**src/logic/amd_pkg.sv**
```systemverilog
package amd_pkg;

    // ==================================================================
    // Prefix bytes
    localparam logic [7:0] INDEX_SWAP_PREFIX  = 8'h90;
    localparam logic [7:0] INDIRECTION_PREFIX = 8'h92;

    // ==================================================================
    // Address space
    localparam int ADDR_W = 16;
    localparam logic [15:0] PAGE_ZERO_TOP = 16'h00FF;

    // ==================================================================
    // Addressing forms, derived from opcode row (high nibble group)
    typedef enum logic [3:0] {
        FORM_INHERENT   = 4'h0,
        FORM_IMMEDIATE  = 4'h1,
        FORM_DIR_SHORT  = 4'h2,
        FORM_DIR_LONG   = 4'h3,
        FORM_IDX_NONE   = 4'h4,
        FORM_IDX_SHORT  = 4'h5,
        FORM_IDX_LONG   = 4'h6,
        FORM_IND_SHORT  = 4'h7,
        FORM_IND_LONG   = 4'h8,
        FORM_IIX_SHORT  = 4'h9,
        FORM_IIX_LONG   = 4'hA,
        FORM_REL_DIRECT = 4'hB,
        FORM_REL_IND    = 4'hC,
        FORM_BIT_DIRECT = 4'hD,
        FORM_BIT_REL    = 4'hE,
        FORM_ILLEGAL    = 4'hF
    } form_t;

    // Opcode high-nibble groups of the core
    localparam logic [3:0] GRP_BIT_REL   = 4'h0;
    localparam logic [3:0] GRP_BIT_DIR   = 4'h1;
    localparam logic [3:0] GRP_REL       = 4'h2;
    localparam logic [3:0] GRP_RMW_DIR   = 4'h3;
    localparam logic [3:0] GRP_RMW_A     = 4'h4;
    localparam logic [3:0] GRP_RMW_X     = 4'h5;
    localparam logic [3:0] GRP_RMW_IXS   = 4'h6;
    localparam logic [3:0] GRP_RMW_IX    = 4'h7;
    localparam logic [3:0] GRP_CTRL      = 4'h8;
    localparam logic [3:0] GRP_CTRL2     = 4'h9;
    localparam logic [3:0] GRP_ALU_IMM   = 4'hA;
    localparam logic [3:0] GRP_ALU_DIR   = 4'hB;
    localparam logic [3:0] GRP_ALU_EXT   = 4'hC;
    localparam logic [3:0] GRP_ALU_IXL   = 4'hD;
    localparam logic [3:0] GRP_ALU_IXS   = 4'hE;
    localparam logic [3:0] GRP_ALU_IX    = 4'hF;

    // Inherent opcodes: control groups plus byte product (group 4)
    localparam logic [7:0] OP_NOP                  = 8'h9D;
    localparam logic [7:0] OP_TRAP                 = 8'h83;
    localparam logic [7:0] OP_SLEEP_UNTIL_IRQ      = 8'h8F;
    localparam logic [7:0] OP_HALT                 = 8'h8E;
    localparam logic [7:0] OP_SUBROUTINE_EXIT      = 8'h81;
    localparam logic [7:0] OP_INTERRUPT_EXIT       = 8'h80;
    localparam logic [7:0] OP_MASK_INTERRUPTS      = 8'h9B;
    localparam logic [7:0] OP_UNMASK_INTERRUPTS    = 8'h9A;
    localparam logic [7:0] OP_CARRY_FORCE_ONE      = 8'h99;
    localparam logic [7:0] OP_CARRY_FORCE_ZERO     = 8'h98;
    localparam logic [7:0] OP_STACK_POINTER_RELOAD = 8'h9C;
    localparam logic [7:0] OP_BYTE_PRODUCT         = 8'h42;

    // ALU low nibbles that have an immediate form
    localparam logic [15:0] IMM_OK_MASK = 16'h0EFF;

    // Fetch sequencer states
    typedef enum logic [2:0] {
        ST_OPCODE = 3'b000,
        ST_OPER1  = 3'b001,
        ST_OPER2  = 3'b011,
        ST_PTR_HI = 3'b010,
        ST_PTR_LO = 3'b110,
        ST_DONE   = 3'b111
    } fetch_t;

endpackage

```
**src/logic/decode_bus_if.sv**
```systemverilog
interface decode_bus_if;
    import amd_pkg::*;
    logic [7:0] opcode;
    logic       indirect;
    logic       useSecond;
    form_t      form;
    logic [2:0] operandBytes;
    logic       readModifyWrite;
    logic       shortOnly;

    modport table_side (input opcode, input indirect, input useSecond,
                        output form, output operandBytes, output readModifyWrite, output shortOnly);
    modport core_side  (output opcode, output indirect, output useSecond,
                        input form, input operandBytes, input readModifyWrite, input shortOnly);
endinterface

```
**src/logic/addressing_mode_decoder.sv**
```systemverilog
// Behaviour
// - Inherent form: opcode only, no operands
// - Immediate form: opcode plus operand byte
// - Short direct: one address byte, page zero
// - Long direct: two-byte address, full space
// - Indexed address is unsigned index plus offset
// - No-offset indexed: index register alone addresses
// - Second-index no-offset form one byte longer
// - Short indexed sum reaches 1FE unwrapped
// - Long indexed adds word offset, full space
// - Indirect: operand byte locates the pointer
// - Short indirect: byte pointer, page zero
// - Long indirect: word pointer from page zero
// - Relative: signed displacement plus next PC
// - Short direct and indirect forms page zero, long forms everywhere
// - Read-modify-write ops take short forms only
// - Inherent form covers control and register ops
// - Immediate only for load, compare, logic, arithmetic
// - Index-swap prefix selects second index register
// - Indirection prefix turns forms into indirect
module addressing_mode_decoder
    import amd_pkg::*;
(
    // Clock and reset
    input  wire logic              core_clk,
    input  wire logic              rst,
    // Fetch side
    input  wire logic              fetchValid,
    input  wire logic [7:0]        fetchByte,
    input  wire logic [ADDR_W-1:0] fetchPc,
    output logic                   fetchReq,
    output logic [ADDR_W-1:0]      fetchAddr,
    // Index registers from the datapath
    input  wire logic [7:0]        indexFirst,
    input  wire logic [7:0]        indexSecond,
    // Execution side
    input  wire logic              execReady,
    output logic                   decodeValid,
    output logic [7:0]             opcodeOut,
    output form_t                  formOut,
    output logic [ADDR_W-1:0]      effAddr,
    output logic [7:0]             immValue,
    output logic [2:0]             instrLength,
    output logic                   secondIndexUsed,
    output logic                   readModifyWrite,
    output logic                   illegalOpcode
);

    // ==================================================================
    // State
    fetch_t            state;
    logic [7:0]        opcode;
    logic              swapPending;
    logic              indPending;
    logic [2:0]        prefixCount;
    logic [7:0]        oper1;
    logic [7:0]        oper2;
    logic [7:0]        ptrHi;
    logic [ADDR_W-1:0] nextPc;

    decode_bus_if dec ();

    assign dec.opcode    = opcode;
    assign dec.indirect  = indPending;
    assign dec.useSecond = swapPending;

    form_table u_table (
        .dec (dec)
    );

    function automatic logic [ADDR_W-1:0] pageZero(input logic [7:0] b);
        pageZero = {8'h00, b};
    endfunction

    function automatic logic [ADDR_W-1:0] indexSum(input logic [7:0] idx, input logic [15:0] off);
        indexSum = {8'h00, idx} + off;
    endfunction

    logic [7:0] indexSel;
    assign indexSel = swapPending ? indexSecond : indexFirst;

    // ==================================================================
    // Fetch sequencer
    always_ff @(posedge core_clk or posedge rst) begin
        if (rst) begin
            state       <= ST_OPCODE;
            opcode      <= 8'h00;
            swapPending <= 1'b0;
            indPending  <= 1'b0;
            prefixCount <= 3'd0;
            oper1       <= 8'h00;
            oper2       <= 8'h00;
            ptrHi       <= 8'h00;
            nextPc      <= '0;
        end else begin
            case (state)
                ST_OPCODE: begin
                    if (fetchValid) begin
                        if (fetchByte == INDEX_SWAP_PREFIX) begin
                            swapPending <= 1'b1;
                            prefixCount <= prefixCount + 3'd1;
                        end else if (fetchByte == INDIRECTION_PREFIX) begin
                            indPending  <= 1'b1;
                            prefixCount <= prefixCount + 3'd1;
                        end else begin
                            opcode <= fetchByte;
                            state  <= ST_OPER1;
                        end
                    end
                end
                ST_OPER1: begin
                    // Table output is valid now that the opcode is held
                    if (dec.operandBytes == 3'd0) begin
                        nextPc <= fetchPc;
                        state  <= ST_DONE;
                    end else if (fetchValid) begin
                        oper1     <= fetchByte;
                        if (dec.operandBytes == 3'd2) begin
                            state <= ST_OPER2;
                        end else if (indPending) begin
                            state <= ST_PTR_HI;
                        end else begin
                            nextPc <= fetchPc + 16'd1;
                            state  <= ST_DONE;
                        end
                    end
                end
                ST_OPER2: begin
                    if (fetchValid) begin
                        oper2  <= fetchByte;
                        nextPc <= fetchPc + 16'd1;
                        state  <= (indPending && dec.form == FORM_BIT_REL) ? ST_PTR_HI : ST_DONE;
                    end
                end
                ST_PTR_HI: begin
                    // First pointer byte: whole pointer for byte-sized pointers
                    if (fetchValid) begin
                        ptrHi  <= fetchByte;
                        nextPc <= fetchPc;
                        if (dec.form == FORM_IND_LONG || dec.form == FORM_IIX_LONG) begin
                            state <= ST_PTR_LO;
                        end else begin
                            state <= ST_DONE;
                        end
                    end
                end
                ST_PTR_LO: begin
                    if (fetchValid) begin
                        oper2 <= fetchByte;
                        state <= ST_DONE;
                    end
                end
                ST_DONE: begin
                    if (execReady) begin
                        swapPending <= 1'b0;
                        indPending  <= 1'b0;
                        prefixCount <= 3'd0;
                        state       <= ST_OPCODE;
                    end
                end
                default: state <= ST_OPCODE;
            endcase
        end
    end

    // ==================================================================
    // Memory address request for operand and pointer bytes
    always_ff @(posedge core_clk or posedge rst) begin
        if (rst) begin
            fetchReq  <= 1'b0;
            fetchAddr <= '0;
        end else begin
            // Ask only when the next state takes a byte, so the fetch side
            // never steps past a byte that nobody consumes
            case (state)
                ST_OPCODE: fetchReq <= !(fetchValid && fetchByte != INDEX_SWAP_PREFIX
                                         && fetchByte != INDIRECTION_PREFIX);
                ST_OPER1:  fetchReq <= !(dec.operandBytes == 3'd0
                                         || (fetchValid && dec.operandBytes == 3'd1 && !indPending));
                ST_OPER2:  fetchReq <= !(fetchValid && !(indPending && dec.form == FORM_BIT_REL));
                ST_PTR_HI: fetchReq <= !(fetchValid && dec.form != FORM_IND_LONG && dec.form != FORM_IIX_LONG);
                ST_PTR_LO: fetchReq <= !fetchValid;
                ST_DONE:   fetchReq <= execReady;
                default:   fetchReq <= 1'b0;
            endcase
            if (state == ST_OPER1 && fetchValid && indPending && dec.operandBytes == 3'd1) begin
                fetchAddr <= pageZero(fetchByte);
            end else if (state == ST_PTR_HI && fetchValid) begin
                fetchAddr <= pageZero(oper1 + 8'd1);
            end else if (state != ST_PTR_HI && state != ST_PTR_LO) begin
                // Pointer address stays put through wait states
                fetchAddr <= fetchPc;
            end
        end
    end

    // ==================================================================
    // Effective address
    logic [ADDR_W-1:0] next_effAddr;
    logic [15:0]       relTarget;

    // Pc already points past the branch when displacement is applied
    assign relTarget = nextPc + {{8{oper1[7]}}, oper1};

    always_comb begin
        case (formOut)
            FORM_DIR_SHORT, FORM_BIT_DIRECT, FORM_BIT_REL: next_effAddr = pageZero(oper1);
            FORM_DIR_LONG:   next_effAddr = {oper1, oper2};
            FORM_IDX_NONE:   next_effAddr = pageZero(indexSel);
            FORM_IDX_SHORT:  next_effAddr = indexSum(indexSel, {8'h00, oper1});
            FORM_IDX_LONG:   next_effAddr = indexSum(indexSel, {oper1, oper2});
            FORM_IND_SHORT:  next_effAddr = pageZero(ptrHi);
            FORM_IND_LONG:   next_effAddr = {ptrHi, oper2};
            FORM_IIX_SHORT:  next_effAddr = indexSum(indexSel, {8'h00, ptrHi});
            FORM_IIX_LONG:   next_effAddr = indexSum(indexSel, {ptrHi, oper2});
            FORM_REL_DIRECT: next_effAddr = relTarget;
            FORM_REL_IND:    next_effAddr = nextPc + {{8{ptrHi[7]}}, ptrHi};
            default:         next_effAddr = '0;
        endcase
    end

    // ==================================================================
    // Outputs to the execution datapath, all registered
    always_ff @(posedge core_clk or posedge rst) begin
        if (rst) begin
            decodeValid     <= 1'b0;
            opcodeOut       <= 8'h00;
            formOut         <= FORM_INHERENT;
            effAddr         <= '0;
            immValue        <= 8'h00;
            instrLength     <= 3'd0;
            secondIndexUsed <= 1'b0;
            readModifyWrite <= 1'b0;
            illegalOpcode   <= 1'b0;
        end else begin
            decodeValid <= (state == ST_DONE) && !execReady;
            if (state != ST_DONE) begin
                opcodeOut       <= opcode;
                formOut         <= dec.form;
                secondIndexUsed <= swapPending;
                readModifyWrite <= dec.readModifyWrite;
                illegalOpcode   <= (dec.form == FORM_ILLEGAL);
                // Prefixes count toward length; the prefix makes no-offset second-index one longer
                instrLength     <= 3'd1 + prefixCount + dec.operandBytes;
            end else begin
                effAddr  <= next_effAddr;
                immValue <= oper1;
            end
        end
    end

endmodule

```
**src/logic/form_table.sv**
```systemverilog
module form_table
    import amd_pkg::*;
(
    decode_bus_if.table_side dec
);

    function automatic logic isInherentCtrl(input logic [7:0] op);
        case (op)
            OP_NOP, OP_TRAP, OP_SLEEP_UNTIL_IRQ, OP_HALT, OP_SUBROUTINE_EXIT, OP_INTERRUPT_EXIT,
            OP_MASK_INTERRUPTS, OP_UNMASK_INTERRUPTS, OP_CARRY_FORCE_ONE, OP_CARRY_FORCE_ZERO,
            OP_STACK_POINTER_RELOAD, OP_BYTE_PRODUCT: isInherentCtrl = 1'b1;
            default: isInherentCtrl = 1'b0;
        endcase
    endfunction

    always_comb begin
        form_t f;
        logic  rmw;
        f   = FORM_ILLEGAL;
        rmw = 1'b0;
        case (dec.opcode[7:4])
            GRP_BIT_REL: begin
                f = FORM_BIT_REL;
                rmw = 1'b1;
            end
            GRP_BIT_DIR: begin
                f = FORM_BIT_DIRECT;
                rmw = 1'b1;
            end
            GRP_REL: f = dec.indirect ? FORM_REL_IND : FORM_REL_DIRECT;
            GRP_RMW_DIR: begin
                f = dec.indirect ? FORM_IND_SHORT : FORM_DIR_SHORT;
                rmw = 1'b1;
            end
            GRP_RMW_A, GRP_RMW_X: f = FORM_INHERENT;
            GRP_RMW_IXS: begin
                f = dec.indirect ? FORM_IIX_SHORT : FORM_IDX_SHORT;
                rmw = 1'b1;
            end
            GRP_RMW_IX: begin
                f = FORM_IDX_NONE;
                rmw = 1'b1;
            end
            GRP_CTRL, GRP_CTRL2: f = isInherentCtrl(dec.opcode) ? FORM_INHERENT : FORM_ILLEGAL;
            GRP_ALU_IMM: f = IMM_OK_MASK[dec.opcode[3:0]] ? FORM_IMMEDIATE : FORM_ILLEGAL;
            GRP_ALU_DIR: f = dec.indirect ? FORM_IND_SHORT : FORM_DIR_SHORT;
            GRP_ALU_EXT: f = dec.indirect ? FORM_IND_LONG : FORM_DIR_LONG;
            GRP_ALU_IXL: f = dec.indirect ? FORM_IIX_LONG : FORM_IDX_LONG;
            GRP_ALU_IXS: f = dec.indirect ? FORM_IIX_SHORT : FORM_IDX_SHORT;
            GRP_ALU_IX:  f = FORM_IDX_NONE;
            default: f = FORM_ILLEGAL;
        endcase
        dec.form            = f;
        dec.readModifyWrite = rmw;
        dec.shortOnly       = rmw;
        case (f)
            FORM_INHERENT, FORM_IDX_NONE, FORM_ILLEGAL: dec.operandBytes = 3'd0;
            FORM_DIR_LONG, FORM_IDX_LONG, FORM_BIT_REL:  dec.operandBytes = 3'd2;
            FORM_REL_IND:                                dec.operandBytes = 3'd1;
            default:                                     dec.operandBytes = 3'd1;
        endcase
    end

endmodule

```
**config.mk**
```make
export PLATFORM = sky130hd
export DESIGN_NAME = addressing_mode_decoder
export DESIGN_NICKNAME = d
export VERILOG_FILES = /design/src/logic/amd_pkg.sv /design/src/logic/decode_bus_if.sv /design/src/logic/addressing_mode_decoder.sv /design/src/logic/form_table.sv
export SDC_FILE = /design/constraint.sdc
export NUM_CORES = 1
export LEC_CHECK = 0
export BUFFER_PORTS_ARGS = -buffer_cell sky130_fd_sc_hd__clkbuf_2
export CAP_MARGIN = 20
export CELL_PAD_IN_SITES_DETAIL_PLACEMENT = 0
export CELL_PAD_IN_SITES_GLOBAL_PLACEMENT = 1
export CORE_ASPECT_RATIO = 1.75
export CORE_MARGIN = 5
export CORE_UTILIZATION = 44
export CTS_CLUSTER_DIAMETER = 120
export DETAILED_ROUTE_END_ITERATION = 10
export PLACE_DENSITY = 0.81
export SYNTH_ARGS = -nofsm -noshare
export SYNTH_HDL_FRONTEND = slang
export SYNTH_SLANG_ARGS = --single-unit
```
**constraint.sdc**
```tcl
create_clock -name core_clk -period 4.7 [get_ports core_clk]
set_input_delay 0.47 -clock core_clk [delete_from_list [all_inputs] [get_ports core_clk]]
set_output_delay 0.47 -clock core_clk [all_outputs]
set_load 0.02 [all_outputs]
```
==> out/metrics.csv, run 1 <==
metric;value;unit
status;complete, no violations;
syn2layout_area_growth;16.1;%
fillerInstances;1817;
finalHoldViolations;0;
post_cts_resized;0;
dieArea;0.0213;mm²
required;4.98;ns
finalWirelength;26000;µm
drive_above_1_share;21.1;%
p_clk_share;16.5;%
layout_common_cells;nand2_1, dfrtp_1, clkbuf_2;
synth_top_family_by_area;simple AND/OR/NAND/NOR gates;
final_cells;1256;
multiInputGateArea;0.00491;mm²
grt_overflow;0;
setup_viol;0;
combPwrFrac;56.9;%
cp_max_fo;15;
start_util;44.7;%
post-cts-setup-buffers;0;
clockBufferDepth;2;
grt_first_pass_wirelength;41800;µm
placed_cells;1225;
fin_crit_sh;79.6;%
power_density;830;mW/mm²
rsz0062_at_grt;false;
drc_errors;0;
seqPwrFrac;26.6;%
path_clk_slew;0.06;ns
tightest_slew;1.05;ns
min_path_type;in2async;
grt_pass1_vias;7724;
synth_cell_type_count;75;
synth_fa_ha_area_share;6.41;%
dp_hpwl;19300;µm
rows;65;
synth_top_area_share;35.9;%
tns;0;ns
p_int;4060;µW
synth_edf_count;0;
core;0.0181;mm²
synthTopCellsByArea;dfrtp_1, nand2_1, mux2_2;
syn_nets;1009;
diodes;0;
ir_worst_vdd;0.000424;V
synth_ff_type;dfrtp_1;
ctsHoldBuffers;0;
drtAntennaViolNets;0;
nets;1093;
cts_made_buffers;17;
slew_headroom;29.9;%
endpoint_kind;flip-flop;
clkSinkCount;116;
rr_startpoint;formOut[3]$_DFFE_PP0P_;
synth_compound_area_share;19.2;%
htreeDepth;4;
drtIter0Drc;425;
final_common_cell;nand2_1;
p_total;7780;µW
leakage;0.00421;µW
fin_hold_ws;0.241;ns
antenna_found_initial;0;
design_area;0.00938;mm²
clk-insertion-delay-late;0.42;ns
seq_area_frac_synth;35.9;%
netSwitchingFraction;47.8;%
arrival;4.02;ns
crit_start;formOut[3]$_DFFE_PP0P_;
yosysWarnings;0;
yosysTopAreaCell;dfrtp_1;
cts_tree;built;
worst-setup-path-type;reg2reg;
cp-start-kind;flip-flop;
grt_start_max_net_pins;73;
die_w;112;µm
ff_latch_area;0.00290;mm²
synth_area_per_cell;8.72;µm²
port_buffers;103;
synth_xor_area_share;5.64;%
clock.fmax;267;MHz
gp_congestion;0.970;
dr.pass1.iters;5;
syn_area;0.00808;mm²
power.switching;3720;µW
maxCapViolCount;0;
synth_seq_cells;116;
vias;7397;
via_per_inst;5.89;
synthMuxAreaShare;8.71;%
synthArstFlopShare;100;%
synth-simple-area-share;20.5;%
grt_use_total;24.9;%
clockRootBuffer;clkbuf_16;
finClkSkew;0.0148;ns
placed_area;0.00880;mm²
slew_violations;0;
die_y;189;µm
io_pins;104;
post-route-min-period;3.74;ns
netlist_instances;926;
post_drt_wl_per_cell;20.7;µm
==> cell usage after synthesis (all sizes together), types with 3 or more instances <==
master  count
clkbuf     30
o31a        3
o21bai      3
o21ai      51
xor2       22
nor3b       4
nor4b       4
nand3      14
a211oi     10
or3         7
nand4      12
and3       10
and2        3
a21oi      60
a31oi      11
a22oi      14
nor2b      13
xnor2      30
nor3       24
o211ai      4
nand2b     11
a222oi      8
o22ai       4
ha         35
dfrtp     116
o21a        9
fa          4
mux2i      14
buf        23
mux2       50
a221oi      7
nand2     173
nor2       75
a21o       11
inv        17
==> area by class of cell <==
class,instances,share of cell area (%)
Clock inverter,8,1.08
Sequential cell,116,31.0
Tap cell,234,3.12
Multi-Input combinational cell,740,52.3
Clock buffer,23,5.10
Timing Repair Buffer,118,6.70
Inverter,17,0.707
==> worst max-delay path: stages, from the launching register on <==
cell and delay [ns]:
dfrtp_1 0.62, nand2_1 0.18, nor3_4 0.38, mux2_2 0.39, ha_1 0.21, inv_1 0.08, fa_1 0.20, nor2b_1 0.08
o31a_1 0.28, o41ai_1 0.48, nand3b_1 0.16, xor2_1 0.17, a221oi_1 0.25, o21ai_0 0.11
==> power groups by stage <==
stage                     clock network (µW)  logic, µW  registers [µW]
after global placement                     0       4370            2050
after global routing                    1350       4890            2130
after CTS                               1310       4430            2050
final                                   1290       4430            2070
after detailed placement                   0       4400            2060
after floorplan                            0       3160            2000
==> metrics by stage <==
stage          setup slack, ns  util (%)
5_1_grt                  0.712      51.9
4_1_cts                  0.999      51.9
6_report                 0.958      51.9
3_5_place_dp              1.03      48.7
2_1_floorplan             1.16         -
3_3_place_gp              1.18      48.7
==> cells by family after synthesis <==
| logic type | count (synthesis) |
|---|---|
| compound gates | 226 |
| flops | 116 |
| simple gates | 359 |
| xor+xnor | 52 |
| fa+ha+maj | 39 |
| buf+inv | 70 |
| mux | 64 |
==> metal layers <==
layer  up-vias  routed length (µm)  part of all wire, %  GRT usage, %
met2       243               13600                   52          44.8
met3        85                1330                  5.1          4.03
met1      3580                9630                   37          27.2
li1       3489                   -                    -             -
met4         0                1440                  5.5          14.9
met5         -                   0                    0             0
==> final timing paths <==
| check | endpoint | slack [ns] | cells past startpoint |
|---|---|---|---|
| min in group core_clk | fetchAddr[15]$_DFFE_PP0P_ | 0.30 | 3 |
| min reg2reg | instrLength[1]$_DFFE_PP0P_ | 0.46 | 2 |
| max reg2reg | effAddr[12]$_DFFE_PP0N_ | 0.96 | 13 |
| min | effAddr[0]$_DFFE_PP0N_ | 0.24 | 2 |
| max | effAddr[12]$_DFFE_PP0N_ | 0.96 | 13 |
| max in group asynchronous | fetchAddr[8]$_DFFE_PP0P_ | 3.53 | 3 |
==> registers in the layout (all words and copies together), names as in the netlist, 3 cells and up <==
signal       cells
effAddr         16
fetchAddr       16
opcodeOut        8
state            3
ptrHi            8
instrLength      3
oper1            8
prefixCount      3
dec.opcode       8
oper2            8
immValue         8
formOut          4
nextPc          16
Note: power is estimated with default switching activity, not from simulation.
==> run 2: changes to the inputs <==
- clock period: 4.7 -> 3.6 ns (I/O delays scaled with it)
==> run 2 against run 1 <==
  * Clock-buffer cell count down 4
  * Sequential share of layout area down 0.60 points
  * Global-route usage down 0.54 points
  * Fmax up 13%
  * Die area unchanged
  * Setup slack worse by 0.68 ns
  * Critical path type unchanged
  * Largest cell class unchanged
  * Highest routed layer unchanged
==> out/metrics.csv, run 2 (synthesized netlist as in run 1, its figures left out) <==
metric;value;unit;change
clockRootBuffer;clkbuf_16;;
cp_max_fo;21;;+6
netSwitchingFraction;46.9;%;-0.95 points
htreeDepth;4;;unchanged
vias;7418;;+0.28%
fin_crit_sh;92.3;%;+13 points
drtIter0Drc;474;;+12%
port_buffers;103;;unchanged
drtAntennaViolNets;0;;unchanged
grt_start_max_net_pins;61;;-16%
tns;0;ns;unchanged
antenna_found_initial;0;;unchanged
combPwrFrac;59.1;%;+2.2 points
status;complete, no violations;;
dr.pass1.iters;6;;+1
ir_worst_vdd;0.000475;V;+12%
core;0.0181;mm²;unchanged
slew_violations;0;;unchanged
drc_errors;0;;unchanged
diodes;0;;unchanged
post_drt_wl_per_cell;20.1;µm;-3.0%
dieArea;0.0213;mm²;unchanged
required;3.87;ns;-1.11 ns
dp_hpwl;19400;µm;+0.60%
post-cts-setup-buffers;0;;unchanged
leakage;0.00432;µW;+2.5%
top_regs;effAddr (16), fetchAddr (16), nextPc (16);;
rr_startpoint;formOut[2]$_DFFE_PP0P_;;
worst-setup-path-type;reg2reg;;
cts_tree;built;;
slew_headroom;33.5;%;+3.6 points
grt_first_pass_wirelength;40700;µm;-2.7%
die_w;112;µm;unchanged
start_util;44.7;%;unchanged
die_y;189;µm;unchanged
clk-insertion-delay-late;0.42;ns;about the same
finalHoldViolations;0;;unchanged
r2r-end;effAddr[8]$_DFFE_PP0N_;;
ctsHoldBuffers;0;;unchanged
regToRegSetupSlack;0.28;ns;-0.68 ns
cp-start-kind;flip-flop;;
gp_congestion;0.931;;-4.1%
tightest_slew;0.990;ns;-0.0616 ns
clkSinkCount;116;;unchanged
post_cts_resized;0;;unchanged
via_per_inst;5.83;;-1.1%
multiInputGateArea;0.00491;mm²;unchanged
ff_latch_area;0.00290;mm²;unchanged
p_total;10400;µW;+34%
clockBufferDepth;2;;unchanged
clock.fmax;301;MHz;+13%
layout_common_cells;nand2_1, dfrtp_1, clkbuf_2;;
crit_start;formOut[2]$_DFFE_PP0P_;;
finClkSkew;0.0102;ns;-0.00455 ns
fillerInstances;1806;;-0.61%
reg2reg_depth;14;;+1
p_clk_share;17.2;%;+0.7 points
syn2layout_area_growth;18.4;%;
cts_made_buffers;17;;unchanged
power.switching;4870;µW;+31%
io_pins;104;;unchanged
nets;1110;;+1.6%
setup_viol;0;;unchanged
path_clk_slew;0.06;ns;about the same
grt_overflow;0;;unchanged
rsz0062_at_grt;false;;
min_path_type;in2async;;
rows;65;;unchanged
final_common_cell;nand2_1;;
power_density;1090;mW/mm²;+31%
endpoint_kind;flip-flop;;
seqPwrFrac;23.7;%;-2.9 points
final_core_util;53.0;%;+1.0 points
finalWirelength;25600;µm;-1.7%
post-route-min-period;3.32;ns;-0.419 ns
arrival;3.60;ns;-0.42 ns
grt_use_total;24.4;%;-0.54 points
grt_pass1_vias;7635;;-1.2%
drive_above_1_share;22.6;%;+1.5 points
maxCapViolCount;0;;unchanged
p_int;5520;µW;+36%
run 2: changes by cell type in the layout (fill, tap and decap cells not counted):
cell	delta
clkinv_2	-1
bufinv_16	+2
buf_12	+1
clkinvlp_4	+2
inv_6	+1
clkbuf_8	-2
buf_4	+16
clkbuf_1	-2
run 2: routing by layer:
metal | vias to the layer above | global-route usage (%) | wire, µm
met1 | 3522 | 26.6 | 9220
met4 | 0 | 15.3 | 1560
met2 | 275 | 43.7 | 13500
li1 | 3531 | - | -
met5 | - | 0 | 0
met3 | 90 | 3.68 | 1310
run 2: worst max-delay path: stages, from the launching register on:
cell      delay (ns)
dfrtp_1         0.38
buf_4           0.21
nand2b_1        0.19
nor2_1          0.30
buf_4           0.21
mux2_2          0.35
inv_1           0.08
fa_1            0.21
nor2b_1         0.07
o31a_1          0.26
o31a_1          0.27
nor3_1          0.15
o22a_1          0.27
o21a_1          0.15
o21ai_0         0.08
run 2: power groups by stage:
stage | Combinational (µW) | Clock (µW) | Sequential [µW]
final | 6140 | 1790 | 2460
after global routing | 6720 | 1900 | 2540
after CTS | 6150 | 1830 | 2450
after detailed placement | 6110 | 0 | 2470
after global placement | 6080 | 0 | 2460
after floorplan | 4120 | 0 | 2610
run 2: worst max-delay path by stage:
| stage | to | slack [ns] | cells past startpoint |
|---|---|---|---|
| detailed placement | effAddr[8]$_DFFE_PP0N_ | 0.37 | 14 |
| global placement | effAddr[7]$_DFFE_PP0N_ | 0.38 | 10 |
| finish | effAddr[8]$_DFFE_PP0N_ | 0.28 | 14 |
| CTS | effAddr[8]$_DFFE_PP0N_ | 0.35 | 14 |
| floorplan | dec.indirect$_DFFE_PP0P_ | 0.17 | 1 |
| global route | effAddr[8]$_DFFE_PP0N_ | 0.09 | 14 |
run 2: layout make-up:
class / instances / area share (%)
clock inverter: 12 / 1.88
tap: 234 / 3.06
timing repair buffer: 135 / 8.04
clock buffer: 19 / 4.63
inverter: 17 / 0.694
sequential: 116 / 30.4
multi-input combinational: 740 / 51.3
run 2: stage by stage:
step                instance area [µm²]  cells  setup WS, ns  hold WS, ns
floorplan                          8080    926         0.168        0.426
global placement                   8940   1242         0.383        0.451
detailed placement                 8940   1242         0.371        0.459
CTS                                9560   1273         0.348        0.105
global route                       9560   1273        0.0906        0.139
finish                             9560   1273         0.277       0.0833
